--- config.mk ---
export PLATFORM = sky130hd
export DESIGN_NAME = ioxc_top
export DESIGN_NICKNAME = d
export VERILOG_FILES = /design/src/rtl/ioxc_pkg.sv /design/src/rtl/ioxc_reg_if.sv /design/src/rtl/ioxc_spi.sv /design/src/rtl/ioxc_top.sv
export SDC_FILE = /design/constraint.sdc
export NUM_CORES = 1
export LEC_CHECK = 0
export BUFFER_PORTS_ARGS = -buffer_cell sky130_fd_sc_hd__buf_2
export CAP_MARGIN = 40
export CORE_MARGIN = 3
export CORE_UTILIZATION = 61
export CTS_BUF_LIST = sky130_fd_sc_hd__clkbuf_8
export DETAILED_ROUTE_END_ITERATION = 16
export GPL_ROUTABILITY_DRIVEN = 1
export PLACE_DENSITY = 0.89
export SLEW_MARGIN = 20
export SYNTH_ARGS = -nofsm -noshare
export SYNTH_HDL_FRONTEND = slang
export SYNTH_SLANG_ARGS = --single-unit
--- constraint.sdc ---
create_clock -name clock -period 2.7 [get_ports clock]
set_clock_uncertainty 0.2 [all_clocks]
set_input_delay 0.27 -clock clock [delete_from_list [all_inputs] [get_ports clock]]
set_output_delay 0.27 -clock clock [all_outputs]
set_load 0.05 [all_outputs]
--- src/rtl/ioxc_pkg.sv ---
// constants shared by the expander control block and its serial front end
package ioxc_pkg;
	// register addresses (seven-bit command address field)
	localparam logic [6:0] ADDR_CTRL = 7'h04;
	localparam logic [6:0] ADDR_MASK = 7'h06;
	// control register field positions
	localparam int CTRL_RUN_BIT = 0;
	localparam int CTRL_DETECT_BIT = 7;
	// values after reset: shutdown, detection off, all masked
	localparam logic CTRL_RUN_RESET = 1'h0;
	localparam logic CTRL_DETECT_RESET = 1'h0;
	localparam logic [6:0] MASK_RESET = 7'h00;
	// serial frame layout: D15 read flag, D14-D8 address, D7-D0 data
	localparam int FRAME_READ_BIT = 15;
	localparam logic [4:0] CMD_LAST_CNT = 5'h07;
	localparam logic [4:0] WORD_LAST_CNT = 5'h0F;
	localparam logic [4:0] FRAME_DONE_CNT = 5'h10;
	// number of watched ports (24 to 30)
	localparam int NUM_WATCHED = 7;
	// system clock period in ns (40 MHz)
	localparam int CLOCK_PERIOD_NS = 25;
endpackage : ioxc_pkg

--- src/rtl/ioxc_reg_if.sv ---
// register access strobes between the serial front end and the register file
`timescale 1ns/100ps
interface ioxc_reg_if;
	logic wr_stb; // one-cycle write request
	logic rd_stb; // one-cycle read request
	logic [6:0] addr; // register address
	logic [7:0] wdata; // write data
	logic [7:0] rdata; // read data, combinational from addr
	modport master (output wr_stb, output rd_stb, output addr, output wdata, input rdata);
	modport slave (input wr_stb, input rd_stb, input addr, input wdata, output rdata);
endinterface : ioxc_reg_if

--- src/rtl/ioxc_spi.sv ---
// four-wire serial slave that turns frames into register strobes
`timescale 1ns/100ps
module ioxc_spi (
	// system
	input wire logic clock,
	input wire logic reset_n,
	// serial pins
	input wire logic sclk,
	input wire logic cs_n,
	input wire logic din,
	output logic dout,
	// register side
	ioxc_reg_if.master bus
);
	// two-flop synchronisers, stage 1 read only by stage 2
	logic sclk_s1, sclk_s2, sclk_d;
	logic cs_s1, cs_s2;
	logic din_s1, din_s2;
	logic [4:0] bit_cnt; // bits taken in this frame
	logic [14:0] shift_in; // incoming bits so far
	logic [7:0] shift_out; // read data being shifted out
	logic load_pending; // read strobe issued, load data next cycle
	wire sclk_rise = sclk_s2 & ~sclk_d;
	wire sclk_fall = ~sclk_s2 & sclk_d;
	wire frame_active = ~cs_s2;
	wire take_bit = frame_active & sclk_rise & (bit_cnt != ioxc_pkg::FRAME_DONE_CNT);
	wire [7:0] cmd_byte = {shift_in[6:0], din_s2};
	wire [15:0] full_word = {shift_in, din_s2};

	// pin synchronisers; cs idles high
	always_ff @(posedge clock or negedge reset_n) begin
		if (!reset_n) begin
			{sclk_s1, sclk_s2, sclk_d} <= 3'h0;
			{cs_s1, cs_s2} <= 2'h3;
			{din_s1, din_s2} <= 2'h0;
		end else begin
			{sclk_s1, sclk_s2, sclk_d} <= {sclk, sclk_s1, sclk_s2};
			{cs_s1, cs_s2} <= {cs_n, cs_s1};
			{din_s1, din_s2} <= {din, din_s1};
		end
	end

	// input shifter; extra bits past sixteen are ignored
	always_ff @(posedge clock or negedge reset_n) begin
		if (!reset_n) begin
			bit_cnt <= 5'h00;
			shift_in <= 15'h0000;
		end else if (!frame_active) begin
			bit_cnt <= 5'h00;
		end else if (take_bit) begin
			bit_cnt <= bit_cnt + 5'h01;
			shift_in <= full_word[14:0];
		end
	end

	// strobes: read after the command byte, write after the full word
	always_ff @(posedge clock or negedge reset_n) begin
		if (!reset_n) begin
			bus.rd_stb <= 1'b0;
			bus.wr_stb <= 1'b0;
			bus.addr <= 7'h00;
			bus.wdata <= 8'h00;
		end else begin
			bus.rd_stb <= take_bit & (bit_cnt == ioxc_pkg::CMD_LAST_CNT) & cmd_byte[7];
			bus.wr_stb <= take_bit & (bit_cnt == ioxc_pkg::WORD_LAST_CNT) & ~full_word[ioxc_pkg::FRAME_READ_BIT];
			if (take_bit && bit_cnt == ioxc_pkg::CMD_LAST_CNT) begin
				bus.addr <= cmd_byte[6:0];
			end
			if (take_bit && bit_cnt == ioxc_pkg::WORD_LAST_CNT) begin
				bus.wdata <= full_word[7:0];
			end
		end
	end

	// output shifter; data leaves msb first at each falling sclk
	always_ff @(posedge clock or negedge reset_n) begin
		if (!reset_n) begin
			load_pending <= 1'b0;
			shift_out <= 8'h00;
			dout <= 1'b0;
		end else begin
			load_pending <= bus.rd_stb;
			if (!frame_active) begin
				shift_out <= 8'h00;
				dout <= 1'b0;
			end else if (load_pending) begin
				shift_out <= bus.rdata;
			end else if (sclk_fall) begin
				dout <= shift_out[7];
				shift_out <= {shift_out[6:0], 1'b0};
			end
		end
	end
endmodule : ioxc_spi

--- src/rtl/ioxc_top.sv ---
// control and transition-detect mask registers of the i/o expander
`timescale 1ns/100ps
module ioxc_top (
	// system
	input wire logic clock,
	input wire logic reset_n,
	// serial interface
	input wire logic sclk,
	input wire logic cs_n,
	input wire logic din,
	output logic dout,
	// watched port levels, ports 24 to 30
	input wire logic [6:0] port_level,
	// device state
	output logic run_mode,
	output logic detect_en,
	output logic [6:0] detect_mask,
	output logic change_irq
);
	ioxc_reg_if bus ();
	logic [6:0] port_s1, port_s2, port_prev; // synchronisers and last level
	// the serial slave owns the pins and issues register strobes
	ioxc_spi u_spi (
		.clock(clock),
		.reset_n(reset_n),
		.sclk(sclk),
		.cs_n(cs_n),
		.din(din),
		.dout(dout),
		.bus(bus)
	);

	// address decode
	wire hit_ctrl = bus.addr == ioxc_pkg::ADDR_CTRL;
	wire hit_mask = bus.addr == ioxc_pkg::ADDR_MASK;
	wire wr_ctrl = bus.wr_stb & hit_ctrl;
	wire wr_mask = bus.wr_stb & hit_mask;
	// read image: bits 6..1 of control and bit 7 of mask read zero
	wire [7:0] ctrl_image = {detect_en, 6'h00, run_mode};
	wire [7:0] mask_image = {1'b0, detect_mask};
	assign bus.rdata = hit_ctrl ? ctrl_image : (hit_mask ? mask_image : 8'h00);
	// level changes of unmasked ports while detection is enabled
	wire [6:0] port_changed = port_s2 ^ port_prev;
	wire change_hit = detect_en & |(port_changed & detect_mask);
	// reading control acknowledges the interrupt
	wire irq_ack = bus.rd_stb & hit_ctrl;

	// control register; shutdown and detect bits are written independently
	always_ff @(posedge clock or negedge reset_n) begin
		if (!reset_n) begin
			run_mode <= ioxc_pkg::CTRL_RUN_RESET;
			detect_en <= ioxc_pkg::CTRL_DETECT_RESET;
		end else if (wr_ctrl) begin
			run_mode <= bus.wdata[ioxc_pkg::CTRL_RUN_BIT];
			detect_en <= bus.wdata[ioxc_pkg::CTRL_DETECT_BIT];
		end
	end

	// mask register; data bit 7 is simply not stored
	always_ff @(posedge clock or negedge reset_n) begin
		if (!reset_n) begin
			detect_mask <= ioxc_pkg::MASK_RESET;
		end else if (wr_mask) begin
			detect_mask <= bus.wdata[6:0];
		end
	end

	// port synchronisers; prev tracks always, so enabling gives no false edge
	always_ff @(posedge clock or negedge reset_n) begin
		if (!reset_n) begin
			port_s1 <= 7'h00;
			port_s2 <= 7'h00;
			port_prev <= 7'h00;
		end else begin
			port_s1 <= port_level;
			port_s2 <= port_s1;
			port_prev <= port_s2;
		end
	end

	// sticky interrupt; a new change beats the acknowledge
	always_ff @(posedge clock or negedge reset_n) begin
		if (!reset_n) begin
			change_irq <= 1'b0;
		end else if (change_hit) begin
			change_irq <= 1'b1;
		end else if (irq_ack) begin
			change_irq <= 1'b0;
		end
	end

	// helper: mask written since reset
	logic mask_touched;
	always_ff @(posedge clock or negedge reset_n) begin
		if (!reset_n) begin
			mask_touched <= 1'b0;
		end else if (wr_mask) begin
			mask_touched <= 1'b1;
		end
	end

	// helper: control bits as last written, kept apart from the registers
	logic shadow_run; // bit 0 of the last control write
	logic shadow_detect; // bit 7 of the last control write
	always_ff @(posedge clock or negedge reset_n) begin
		if (!reset_n) begin
			shadow_run <= ioxc_pkg::CTRL_RUN_RESET;
			shadow_detect <= ioxc_pkg::CTRL_DETECT_RESET;
		end else if (wr_ctrl) begin
			shadow_run <= bus.wdata[ioxc_pkg::CTRL_RUN_BIT];
			shadow_detect <= bus.wdata[ioxc_pkg::CTRL_DETECT_BIT];
		end
	end

	// helper: mask bits as last written; the top data bit has nowhere to go
	logic [ioxc_pkg::NUM_WATCHED-1:0] shadow_mask; // watched ports as last written
	always_ff @(posedge clock or negedge reset_n) begin
		if (!reset_n) begin
			shadow_mask <= ioxc_pkg::MASK_RESET;
		end else if (wr_mask) begin
			shadow_mask <= bus.wdata[6:0];
		end
	end
endmodule : ioxc_top

# == Word level (Yosys, flattened, before mapping) ==
# Cells that the tools add are included.
# word_totals
reg_bits,85
# classes
n_eq_ne,6
add_sub_neg,1
reduce_logical,9
mux,12
bitwise_logic,18
# op_table
cell,n
$mux W8,4
$eq A7 B3 Y1 const B,2
$and A1 B1 Y1,12
$mux W5,2
$and A7 B7 Y7,1
$mux W7,1
$reduce_or A7 Y1,1
$xor A7 B7 Y7,1
$reduce_bool A2 Y1,3
$add A5 B1 Y5 const B,1
$eq A5 B3 Y1 const B,1
$eq A5 B4 Y1 const B,1
$mux W1,5
$ne A5 B5 Y1 const B,1
$not A1 Y1,4
$reduce_and A2 Y1,2
$reduce_bool A3 Y1,1
$logic_and A1 B1 Y1,2
$ne A2 B1 Y1 const B,1

# == Depth between registers and ports, before layout ==
# Gate-level depths: netlist (run 1).
# depth
ltp_word,6
mapped_depth,6
depth_no_buf,5

# == Modules after synthesis ==
# Synthesis (run 1) repeated with hierarchy kept, for this count alone.
# unflattened
cells_unflattened,231
area_unflattened_um2,3340.7
# modules_own_cells
mod,area_each_um2,cells_each,seq_area_each_um2,n_inst
ioxc_spi,2242.2,162,1353.8,1
ioxc_top,1098.6,69,775.7,1

# == Worst setup path before layout (run 1) ==
# Ideal clock, no wire load.
# synth_path
path_kind,register to register
startpoint,register u_spi.sclk_d
endpoint,register u_spi.shift_in[0]
slack_ns,0.798
path_stages_with_launch,5
setup_time_ns,0.125
t_required_ns,2.375
synth_period_minus_slack_ns,1.902
arrival_time_ns,1.577
cell_sequence,dfrtp_1 or3b_2 a31oi_4 buf_4 mux2_2
# synth_via
elab_chain_len,5
# synth_rtl
item,line,source
"start, declared",ioxc_spi.sv:16,"logic sclk_s1, sclk_s2, sclk_d;"
"start signal, assigned",ioxc_spi.sv:37,"{sclk_s1, sclk_s2, sclk_d} <= {sclk, sclk_s1, sclk_s2};"
$not A1 Y1,ioxc_spi.sv:23,wire sclk_rise = sclk_s2 & ~sclk_d;
$and A1 B1 Y1,ioxc_spi.sv:23,
$and A1 B1 Y1 (2 in series),ioxc_spi.sv:26,wire take_bit = frame_active & sclk_rise & (bit_cnt != ioxc_pkg::FRAME_DONE_CNT);
$reduce_and A2 Y1 (no source line),n/a,
"end signal, assigned",ioxc_spi.sv:52,shift_in <= full_word[14:0];
"end, declared",ioxc_spi.sv:20,logic [14:0] shift_in;
# No other way between the ends.
# A chain may end at the register's enable or synchronous reset.

# == Worst setup path after layout (run 1) ==
# layout_path
startpoint,register u_spi.cs_s2
endpoint,register u_spi.shift_in[11]
# layout_via
elab_chain_len,4
# layout_rtl
item,line,source
"start, declared",ioxc_spi.sv:17,"logic cs_s1, cs_s2;"
"start signal, assigned",ioxc_spi.sv:38,"{cs_s1, cs_s2} <= {cs_n, cs_s1};"
$not A1 Y1 (no source line) *,n/a,
$and A1 B1 Y1 (2 in series),ioxc_spi.sv:26,
$reduce_and A2 Y1 (no source line) *,n/a,
# Every way passes the cells marked *; elsewhere a longest branch is shown, timed or not.

==> results of run 1 <==
## power by group
| part | switching [mW] | internal [mW] |
|---|---|---|
| sequential | 0.0726 | 1.36 |
| combinational | 0.0666 | 0.0778 |
| clock | 0.412 | 0.498 |
## cell families after synthesis
kind of cell | count (synthesis) | share of synthesized area
adder cells (fa/ha/maj) | 3 | 0.0119
flip-flops | 85 | 0.674
AO/OA/AOI/OAI | 25 | 0.0602
AND/OR/NAND/NOR | 38 | 0.0713
buffers and inverters | 11 | 0.0158
multiplexers | 40 | 0.142
XOR/XNOR | 9 | 0.0249
## routing by layer
metal  up-vias  global-route usage  routed length, microns
met5         -                   0                       0
met4         0              0.0927                     110
met1       899               0.267                    2300
li1        826                   -                       -
met3        12              0.0464                     184
met2        30               0.309                    2620
## worst max-delay path, delay by kind of cell, from the launching register on
kind                   cells  cell delay, ns
flip-flops                 1            0.43
multiplexers               1            0.37
AO/OA/AOI/OAI              1            0.19
buffers and inverters      1            0.29
AND/OR/NAND/NOR            1            0.53
## state kept, by name (all words and copies together), names as in the netlist
register and cells:
u_spi.sclk_s1 1, u_spi.bus.wr_stb 1, u_spi.cs_s2 1, u_spi.sclk_s2 1
port_s2 7, u_spi.cs_s1 1, detect_mask 7, u_spi.sclk_d 1
u_spi.din_s2 1, u_spi.bus.addr 7, detect_en 1, u_spi.bit_cnt 5
u_spi.bus.wdata 8, u_spi.shift_in 15, u_spi.shift_out 8, u_spi.bus.rd_stb 1
port_s1 7, u_spi.din_s1 1, run_mode 1, change_irq 1
u_spi.dout 1, u_spi.load_pending 1, port_prev 7
## synth_stat cells (all sizes together) (3+ instances only)
cell type | number | area [sq um]
buf | 3 | 20.0
dfrtp | 83 | 2080
ha | 3 | 37.5
inv | 6 | 22.5
mux2 | 39 | 439
nand2 | 5 | 21.3
nand3 | 5 | 37.5
nand3b | 3 | 22.5
nor2 | 15 | 56.3
o21ai | 9 | 45.0
o2bb2ai | 6 | 52.6
xor2 | 8 | 70.1
## how the worst max path moves through the flow
stage / slack, ns / to
3_3_place_gp: 0.65 / u_spi.shift_in[5]
3_5_place_dp: 0.60 / u_spi.shift_in[11]
4_1_cts: 0.58 / u_spi.shift_in[11]
5_1_grt: 0.50 / u_spi.shift_in[9]
6_report: 0.56 / u_spi.shift_in[11]
2_1_floorplan: 0.80 / u_spi.shift_in[0]
## cells in the final DEF (no fill, tap or decap), drive strengths merged, types with 2 or more instances in the layout
cell type    instances
inv                  7
mux2                39
o2bb2ai              6
o21ai                9
o31ai                2
dfstp                2
nand4                2
clkbuf              12
buf                 26
dfrtp               83
nand2                5
a22oi                2
ha                   3
nor2                15
nand3                5
nand2b               2
xor2                 8
dlygate4sd3         11
nand3b               3
## layout make-up
type | instances | share of cell area
clock inverters | 4 | 0.0126
repair buffers | 37 | 0.0687
inverters | 6 | 0.00612
well taps | 67 | 0.0228
flip-flops and latches | 85 | 0.579
multi-input cells | 115 | 0.266
clock buffers | 12 | 0.0449
==> impl_metrics.env, run 1 <==
export IMPL_post_cts_resized=0
export IMPL_maxSlewHeadroom=0.607
export IMPL_stdcell_count=326
export IMPL_grt_overflow=0
export IMPL_tns_ns=0
export IMPL_cp_end_kind="flop"
export IMPL_firstDrtPassIters=4
export IMPL_grt_max_degree=51
export IMPL_syn_inst=211
export IMPL_grt_usage=0.199
export IMPL_cts_buffer_depth=2
export IMPL_avgSynthCellArea_sq_um=15.0
export IMPL_critPathMaxFanout=22
export IMPL_critPathLaunchType="flop"
export IMPL_gp_congestion=0.775
export IMPL_critPathSlowestCell="or3b_2"
export IMPL_routed_via_density=5.42
export IMPL_crit_chain="or3b_2 > a31oi_4 > buf_4 > mux2_2"
export IMPL_io_buffers=22
export IMPL_synthToLayoutAreaGrowth_pct=16.5
export IMPL_synthArstFlopShare=1.00
export IMPL_synth_area_sq_mm=0.00316
export IMPL_post_place_ws_ns=0.599
export IMPL_reg2reg_to="u_spi.shift_in[11]"
export IMPL_powerDensity_mw_per_mm2=675
export IMPL_rsz0062_at_grt="no"
export IMPL_p_leak_nw=1.77
export IMPL_core_sq_mm=0.00488
export IMPL_htreeDepth=3
export IMPL_status="finished clean"
export IMPL_num_rows=25
export IMPL_path_class="flop to flop"
export IMPL_vdd_drop_max_uv=461
export IMPL_grt_antenna_before_repair=0
export IMPL_utilization=0.754
export IMPL_ios=23
export IMPL_fin_crit_ns=2.14
export IMPL_clk_pin_slew_ns=0.08
export IMPL_postCtsHoldBufs=11
export IMPL_r2r_cells=4
export IMPL_fin_crit_sh=0.793
export IMPL_antenna_cells=0
export IMPL_drive_gt1_frac=0.340
export IMPL_regToRegStartpoint="u_spi.cs_s2"
export IMPL_synth_cell_types=35
export IMPL_worst_slew_pin_slew_ns=0.590
export IMPL_min_to="port_s2[0]"
export IMPL_dpl_cell_area_sq_mm=0.00336
export IMPL_dpl_hpwl_microns=3500
export IMPL_worst_ep_required_time_ns=2.73
export IMPL_worst_slack_ns=0.559
export IMPL_drt_wirelength_per_cell_microns=16.0
export IMPL_cts_setup_buffers=0
export IMPL_whs_path_depth=0
export IMPL_die_h_microns=78.0
export IMPL_die_w_microns=78.0
export IMPL_placedCellCount=299
export IMPL_grt_pass1_vias=1827
export IMPL_vias=1767
export IMPL_die_area_sq_mm=0.00608
export IMPL_min_from="port_s1[0]"
export IMPL_first_iter_violations=120
export IMPL_ant_nets=0
export IMPL_min_path_type="flop to flop"
export IMPL_final_nets=269
export IMPL_tritoncts="built"
export IMPL_cts_root_buffer="clkbuf_8"
export IMPL_final_max_slew_violation_count=0
export IMPL_slowest_delay_ns=0.53
export IMPL_maxCapViolCount=0
export IMPL_holdWs_ns=0.152
export IMPL_hold_violations=0
export IMPL_clk_latency_ns=0.34
export IMPL_multiInputGateArea_sq_um=981
export IMPL_fmax_mhz=467
export IMPL_r2r_slack_ns=0.56
export IMPL_grt_pass1_wl_microns=9040
export IMPL_syn_nets=226
export IMPL_routed_wirelength_microns=5210
export IMPL_synth_ff_type="dfrtp_1"
export IMPL_route_detailed_drc=0
export IMPL_crit_start="u_spi.cs_s2"
export IMPL_ys_seq_area_frac=0.674
export IMPL_initial_utilization=0.648
export IMPL_yosysWarningCount=0
export IMPL_synth_seq_cells=85
export IMPL_nFillCells=304
export IMPL_cts_sinks=85
export IMPL_regArea_sq_mm=0.00213
export IMPL_setup_violations=0
export IMPL_critPathArrivalTime_ns=2.17
export IMPL_fin_area_sq_mm=0.00368
export IMPL_synth_edff_count=0
export IMPL_numCtsBuffers=9
export IMPL_total_power_mw=2.49
(Power assumes the default switching activity.)
==> run 2: changes to the inputs <==
==> constraint.sdc (replaced) <==
create_clock -name clock -period 2.1 [get_ports clock]
set_clock_uncertainty 0.2 [all_clocks]
set_input_delay 0.21 -clock clock [delete_from_list [all_inputs] [get_ports clock]]
set_output_delay 0.21 -clock clock [all_outputs]
set_load 0.05 [all_outputs]
==> run 2 against run 1 <==
Against the previous run: sequential share of layout area fell by 0.81 points; sequential power up 29%; combinational power up 40%; routed wire length rose by 4.8%; utilization up 1.1 points; count of clock-buffer cells in the layout is 3 lower; register-to-register slack got worse by 0.49 ns; non-clock buffer count increased by 3; power is 31% higher; setup slack worse by 0.49 ns; largest cell class unchanged; highest routed layer unchanged.
==> impl_metrics.env, run 2 (synthesized netlist as in run 1, its figures left out) <==
export IMPL_vdd_drop_max_uv=613
export IMPL_routed_wirelength_microns=5460
export IMPL_grt_usage=0.209
export IMPL_min_path_type="input port to async pin"
export IMPL_gp_congestion=0.769
export IMPL_first_iter_violations=127
export IMPL_initial_utilization=0.648
export IMPL_numCtsBuffers=9
export IMPL_cts_setup_buffers=0
export IMPL_mostFrequentLayoutCell="dfrtp_1"
export IMPL_reg2reg_to="detect_en"
export IMPL_drive_gt1_frac=0.351
export IMPL_clk_pin_slew_ns=0.08
export IMPL_grt_antenna_before_repair=0
export IMPL_vias=1812
export IMPL_fin_crit_sh=0.967
export IMPL_final_max_slew_violation_count=0
export IMPL_dpl_hpwl_microns=3670
export IMPL_maxSlewHeadroom=0.726
export IMPL_regToRegStartpoint="u_spi.bus.addr[6]"
export IMPL_critPathLaunchType="flop"
export IMPL_largest_register_ffs=15
export IMPL_grt_pass1_vias=1877
export IMPL_powerDensity_mw_per_mm2=871
export IMPL_ant_nets=0
export IMPL_htreeDepth=3
export IMPL_fmax_mhz=492
export IMPL_die_h_microns=78.0
export IMPL_critPathArrivalTime_ns=2.06
export IMPL_r2r_cells=4
export IMPL_p_leak_nw=1.78
export IMPL_grt_overflow=0
export IMPL_holdWs_ns=0.143
export IMPL_regMostFlops="u_spi.shift_in"
export IMPL_firstDrtPassIters=4
export IMPL_reg_top3="u_spi.shift_in: 15 flops, u_spi.bus.wdata: 8 flops, u_spi.shift_out: 8 flops"
export IMPL_final_nets=272
export IMPL_route_detailed_drc=0
export IMPL_num_rows=25
export IMPL_cts_sinks=85
export IMPL_cts_buffer_depth=2
export IMPL_synthToLayoutAreaGrowth_pct=18.1
export IMPL_final_cell_mix="dfrtp_1 (83), mux2_2 (39), buf_2 (21)"
export IMPL_cp_end_kind="flop"
export IMPL_hold_violations=0
export IMPL_drt_wirelength_per_cell_microns=16.6
export IMPL_die_w_microns=78.0
export IMPL_routed_via_density=5.51
export IMPL_worst_ep_required_time_ns=2.13
export IMPL_tritoncts="built"
export IMPL_rsz0062_at_grt="no"
export IMPL_cts_root_buffer="clkbuf_8"
export IMPL_status="finished clean"
export IMPL_ios=23
export IMPL_grt_max_degree=42
export IMPL_die_area_sq_mm=0.00608
export IMPL_grt_pass1_wl_microns=9400
export IMPL_fin_crit_ns=2.03
export IMPL_setup_violations=0
export IMPL_core_sq_mm=0.00488
export IMPL_path_class="flop to flop"
export IMPL_antenna_cells=0
export IMPL_maxCapViolCount=0
export IMPL_clk_latency_ns=0.35
export IMPL_io_buffers=22
export IMPL_worst_slew_pin_slew_ns=0.412
export IMPL_r2r_slack_ns=0.07
export IMPL_tns_ns=0
export IMPL_critPathMaxFanout=5
[run 2: critical path: stages (launching register included)]
cell	delay (ns)
dfrtp_1	0.39
or4b_4	0.55
nor3_4	0.27
nand3b_1	0.19
mux2_2	0.32
[run 2: final cells by class]
| type | count | area, sq um |
|---|---|---|
| Clock inverter | 7 | 91.3 |
| Inverter | 6 | 22.5 |
| Tap cell | 67 | 83.8 |
| Clock buffer | 9 | 124 |
| Sequential cell | 85 | 2130 |
| Fill cell | 294 | 1150 |
| Multi-Input combinational cell | 115 | 982 |
| Timing Repair Buffer | 40 | 300 |
[run 2: report_power, final]
part           switching [mW]  internal [mW]  total, mW
registers              0.0897           1.75       1.84
clock network           0.550          0.662       1.21
logic                  0.0945          0.107      0.202
total                   0.734           2.52       3.25
[run 2: what timing repair did]
item,CTS,global route
resized for setup,0,1
endpoints found under the hold margin,93,0
hold buffers,11,0
endpoints found under the setup margin,0,2
[run 2: worst max path at each step]
| stage | to | start | slack [ns] |
|---|---|---|---|
| after floorplan | u_spi.shift_in[0] | u_spi.sclk_d | 0.20 |
| after global placement | u_spi.shift_out[6] | u_spi.bus.addr[6] | 0.17 |
| after detailed placement | u_spi.shift_out[5] | u_spi.bus.addr[6] | 0.11 |
| after CTS | detect_en | u_spi.bus.addr[6] | 0.06 |
| after global routing | detect_en | u_spi.bus.addr[6] | 0.02 |
| final | detect_en | u_spi.bus.addr[6] | 0.07 |
[run 2: through the flow]
stage	cell area, sq um	util	power, mW	std cells	setup WS [ns]
final	3730	0.765	3.25	329	0.0685
after global placement	3410	0.698	2.04	302	0.168
after floorplan	3160	-	1.95	211	0.198
after CTS	3730	0.765	3.28	329	0.0611
after detailed placement	3410	0.698	2.06	302	0.111
after global routing	3730	0.765	3.40	329	0.0197
[run 2: metal layers]
layer  track usage  wire length (microns)  vias to the layer above
met5             0                      0                        -
met4         0.122                     99                        0
met3        0.0418                    178                       11
met2         0.329                   2850                       37
met1         0.272                   2340                      930
li1              -                      -                      834
==> run 3: changes to the inputs <==
--- a/config.mk
+++ b/config.mk
@@ -7,8 +7,10 @@
 export LEC_CHECK = 0
 export BUFFER_PORTS_ARGS = -buffer_cell sky130_fd_sc_hd__buf_2
 export CAP_MARGIN = 40
+export CELL_PAD_IN_SITES_DETAIL_PLACEMENT = 1
+export CELL_PAD_IN_SITES_GLOBAL_PLACEMENT = 2
 export CORE_MARGIN = 3
-export CORE_UTILIZATION = 61
+export CORE_UTILIZATION = 45
 export CTS_BUF_LIST = sky130_fd_sc_hd__clkbuf_8
 export DETAILED_ROUTE_END_ITERATION = 16
 export GPL_ROUTABILITY_DRIVEN = 1
==> run 3 against run 2 <==
Against the previous run: global-route usage decreased by 4.5 points; setup slack improved by 0.011 ns; cell area increased by 1.1%.
==> impl_metrics.env, run 3 (synthesized netlist as in run 1, its figures left out) <==
export IMPL_status="finished clean"
export IMPL_clk_latency_ns=0.35
export IMPL_tritoncts="built"
export IMPL_critPathSlowestCell="or4b_4"
export IMPL_final_nets=272
export IMPL_crit_chain="or4b_4 > nor3_4 > buf_4 > nand3_4 > mux2_2"
export IMPL_regMostFlops="u_spi.shift_in"
export IMPL_critPathMaxFanout=7
export IMPL_die_h_microns=89.8
export IMPL_ios=23
export IMPL_io_buffers=22
export IMPL_cp_end_kind="flop"
export IMPL_num_rows=29
export IMPL_grt_pass1_vias=2017
export IMPL_multiInputGateArea_sq_um=982
export IMPL_grt_pass1_wl_microns=10300
export IMPL_p_leak_nw=1.78
export IMPL_routed_via_density=5.12
export IMPL_cts_buffer_depth=2
export IMPL_worst_ep_required_time_ns=2.14
export IMPL_fmax_mhz=495
export IMPL_first_iter_violations=52
export IMPL_cpLargestDelayFamily="simple AND/OR/NAND/NOR gates"
export IMPL_cts_sinks=85
export IMPL_grt_usage=0.164
export IMPL_die_area_sq_mm=0.00806
export IMPL_r2r_slack_ns=0.08
export IMPL_cts_root_buffer="clkbuf_8"
export IMPL_regArea_sq_mm=0.00213
export IMPL_die_w_microns=89.8
export IMPL_hold_violations=0
export IMPL_powerDensity_mw_per_mm2=875
export IMPL_final_cell_mix="dfrtp_1 (83), mux2_2 (39), buf_2 (21)"
export IMPL_setup_violations=0
export IMPL_path_class="flop to flop"
export IMPL_critPathLaunchType="flop"
export IMPL_htreeDepth=3
export IMPL_firstDrtPassIters=4
export IMPL_stdcell_count=355
export IMPL_holdWs_ns=0.142
export IMPL_route_detailed_drc=0
export IMPL_antenna_cells=0
export IMPL_vdd_drop_max_uv=535
export IMPL_fin_crit_sh=0.962
export IMPL_grt_max_degree=52
export IMPL_synthToLayoutAreaGrowth_pct=19.4
export IMPL_tns_ns=0
export IMPL_clk_pin_slew_ns=0.09
export IMPL_grt_overflow=0
export IMPL_min_path_type="input port to async pin"
export IMPL_critPathArrivalTime_ns=2.06
export IMPL_dpl_hpwl_microns=3880
export IMPL_r2r_cells=5
export IMPL_slowest_delay_ns=0.56
export IMPL_core_sq_mm=0.00657
export IMPL_drt_wirelength_per_cell_microns=17.1
export IMPL_regToRegStartpoint="u_spi.bus.addr[6]"
export IMPL_maxSlewHeadroom=0.703
export IMPL_routed_wirelength_microns=6070
export IMPL_rsz0062_at_grt="no"
export IMPL_nFillCells=649
export IMPL_vias=1819
export IMPL_ant_nets=0
export IMPL_worst_slew_pin_slew_ns=0.446
export IMPL_cp_num_buf_inv=1
export IMPL_mostFrequentLayoutCell="dfrtp_1"
export IMPL_largest_register_ffs=15
export IMPL_reg2reg_to="detect_mask[6]"
export IMPL_maxCapViolCount=0
export IMPL_fin_crit_ns=2.02
export IMPL_numCtsBuffers=9
export IMPL_initial_utilization=0.481
export IMPL_reg_top3="u_spi.shift_in: 15 flops, u_spi.bus.wdata: 8 flops, u_spi.shift_out: 8 flops"
export IMPL_total_power_mw=3.30
export IMPL_grt_antenna_before_repair=0
export IMPL_final_max_slew_violation_count=0
export IMPL_gp_congestion=0.759
export IMPL_drive_gt1_frac=0.355
export IMPL_placedCellCount=327
==> run 3: worst register-to-register path, stage by stage, from the launching register on <==
cell	delay (ns)
dfrtp_1	0.40
or4b_4	0.56
nor3_4	0.12
buf_4	0.18
nand3_4	0.14
mux2_2	0.31
==> run 3: metrics by stage <==
| stage | cell area, sq um | util | setup slack, ns |
|---|---|---|---|
| after global routing | 3770 | 0.575 | 0.0217 |
| after detailed placement | 3430 | 0.523 | 0.0817 |
| after floorplan | 3160 | - | 0.198 |
| after global placement | 3430 | 0.523 | 0.153 |
| final | 3770 | 0.575 | 0.0797 |
| after CTS | 3760 | 0.573 | 0.00839 |
==> run 3: area by class of cell <==
| class | instances | share of cell area |
|---|---|---|
| Sequential cell | 85 | 0.564 |
| Multi-Input combinational cell | 115 | 0.260 |
| Timing Repair Buffer | 40 | 0.0796 |
| Clock buffer | 9 | 0.0328 |
| Tap cell | 93 | 0.0308 |
| Clock inverter | 7 | 0.0262 |
| Inverter | 6 | 0.00597 |
==> run 3: per-layer routing <==
metal,share of wire,routed length (microns),GRT usage
met2,0.53,3220,0.277
met1,0.44,2650,0.201
met3,0.021,126,0.0409
met5,0,0,0
met4,0.013,78,0.0715
==> run 3: worst max-delay path by stage <==
stage	from	end	depth (start not counted)
2_1_floorplan	u_spi.sclk_d	u_spi.shift_in[0]	4
3_3_place_gp	u_spi.bus.addr[6]	u_spi.shift_out[6]	4
3_5_place_dp	u_spi.bus.addr[6]	u_spi.shift_out[5]	4
4_1_cts	u_spi.bus.addr[6]	u_spi.shift_out[5]	4
5_1_grt	u_spi.bus.addr[6]	detect_mask[6]	5
6_report	u_spi.bus.addr[6]	detect_mask[6]	5
==> run 3: what timing repair did <==
| item | 4_1_cts | 5_1_grt |
|---|---|---|
| setup endpoints to repair | 0 | 15 |
| hold endpoints to repair | 44 | 0 |
| resized for setup | 0 | 1 |
| hold buffers | 11 | 0 |
| buffers inserted | 0 | 1 |
==> run 3: where the power goes <==
| group | total (mW) | internal, mW | switching, mW |
|---|---|---|---|
| clock | 1.27 | 0.673 | 0.594 |
| sequential | 1.83 | 1.75 | 0.0866 |
| combinational | 0.203 | 0.106 | 0.0970 |
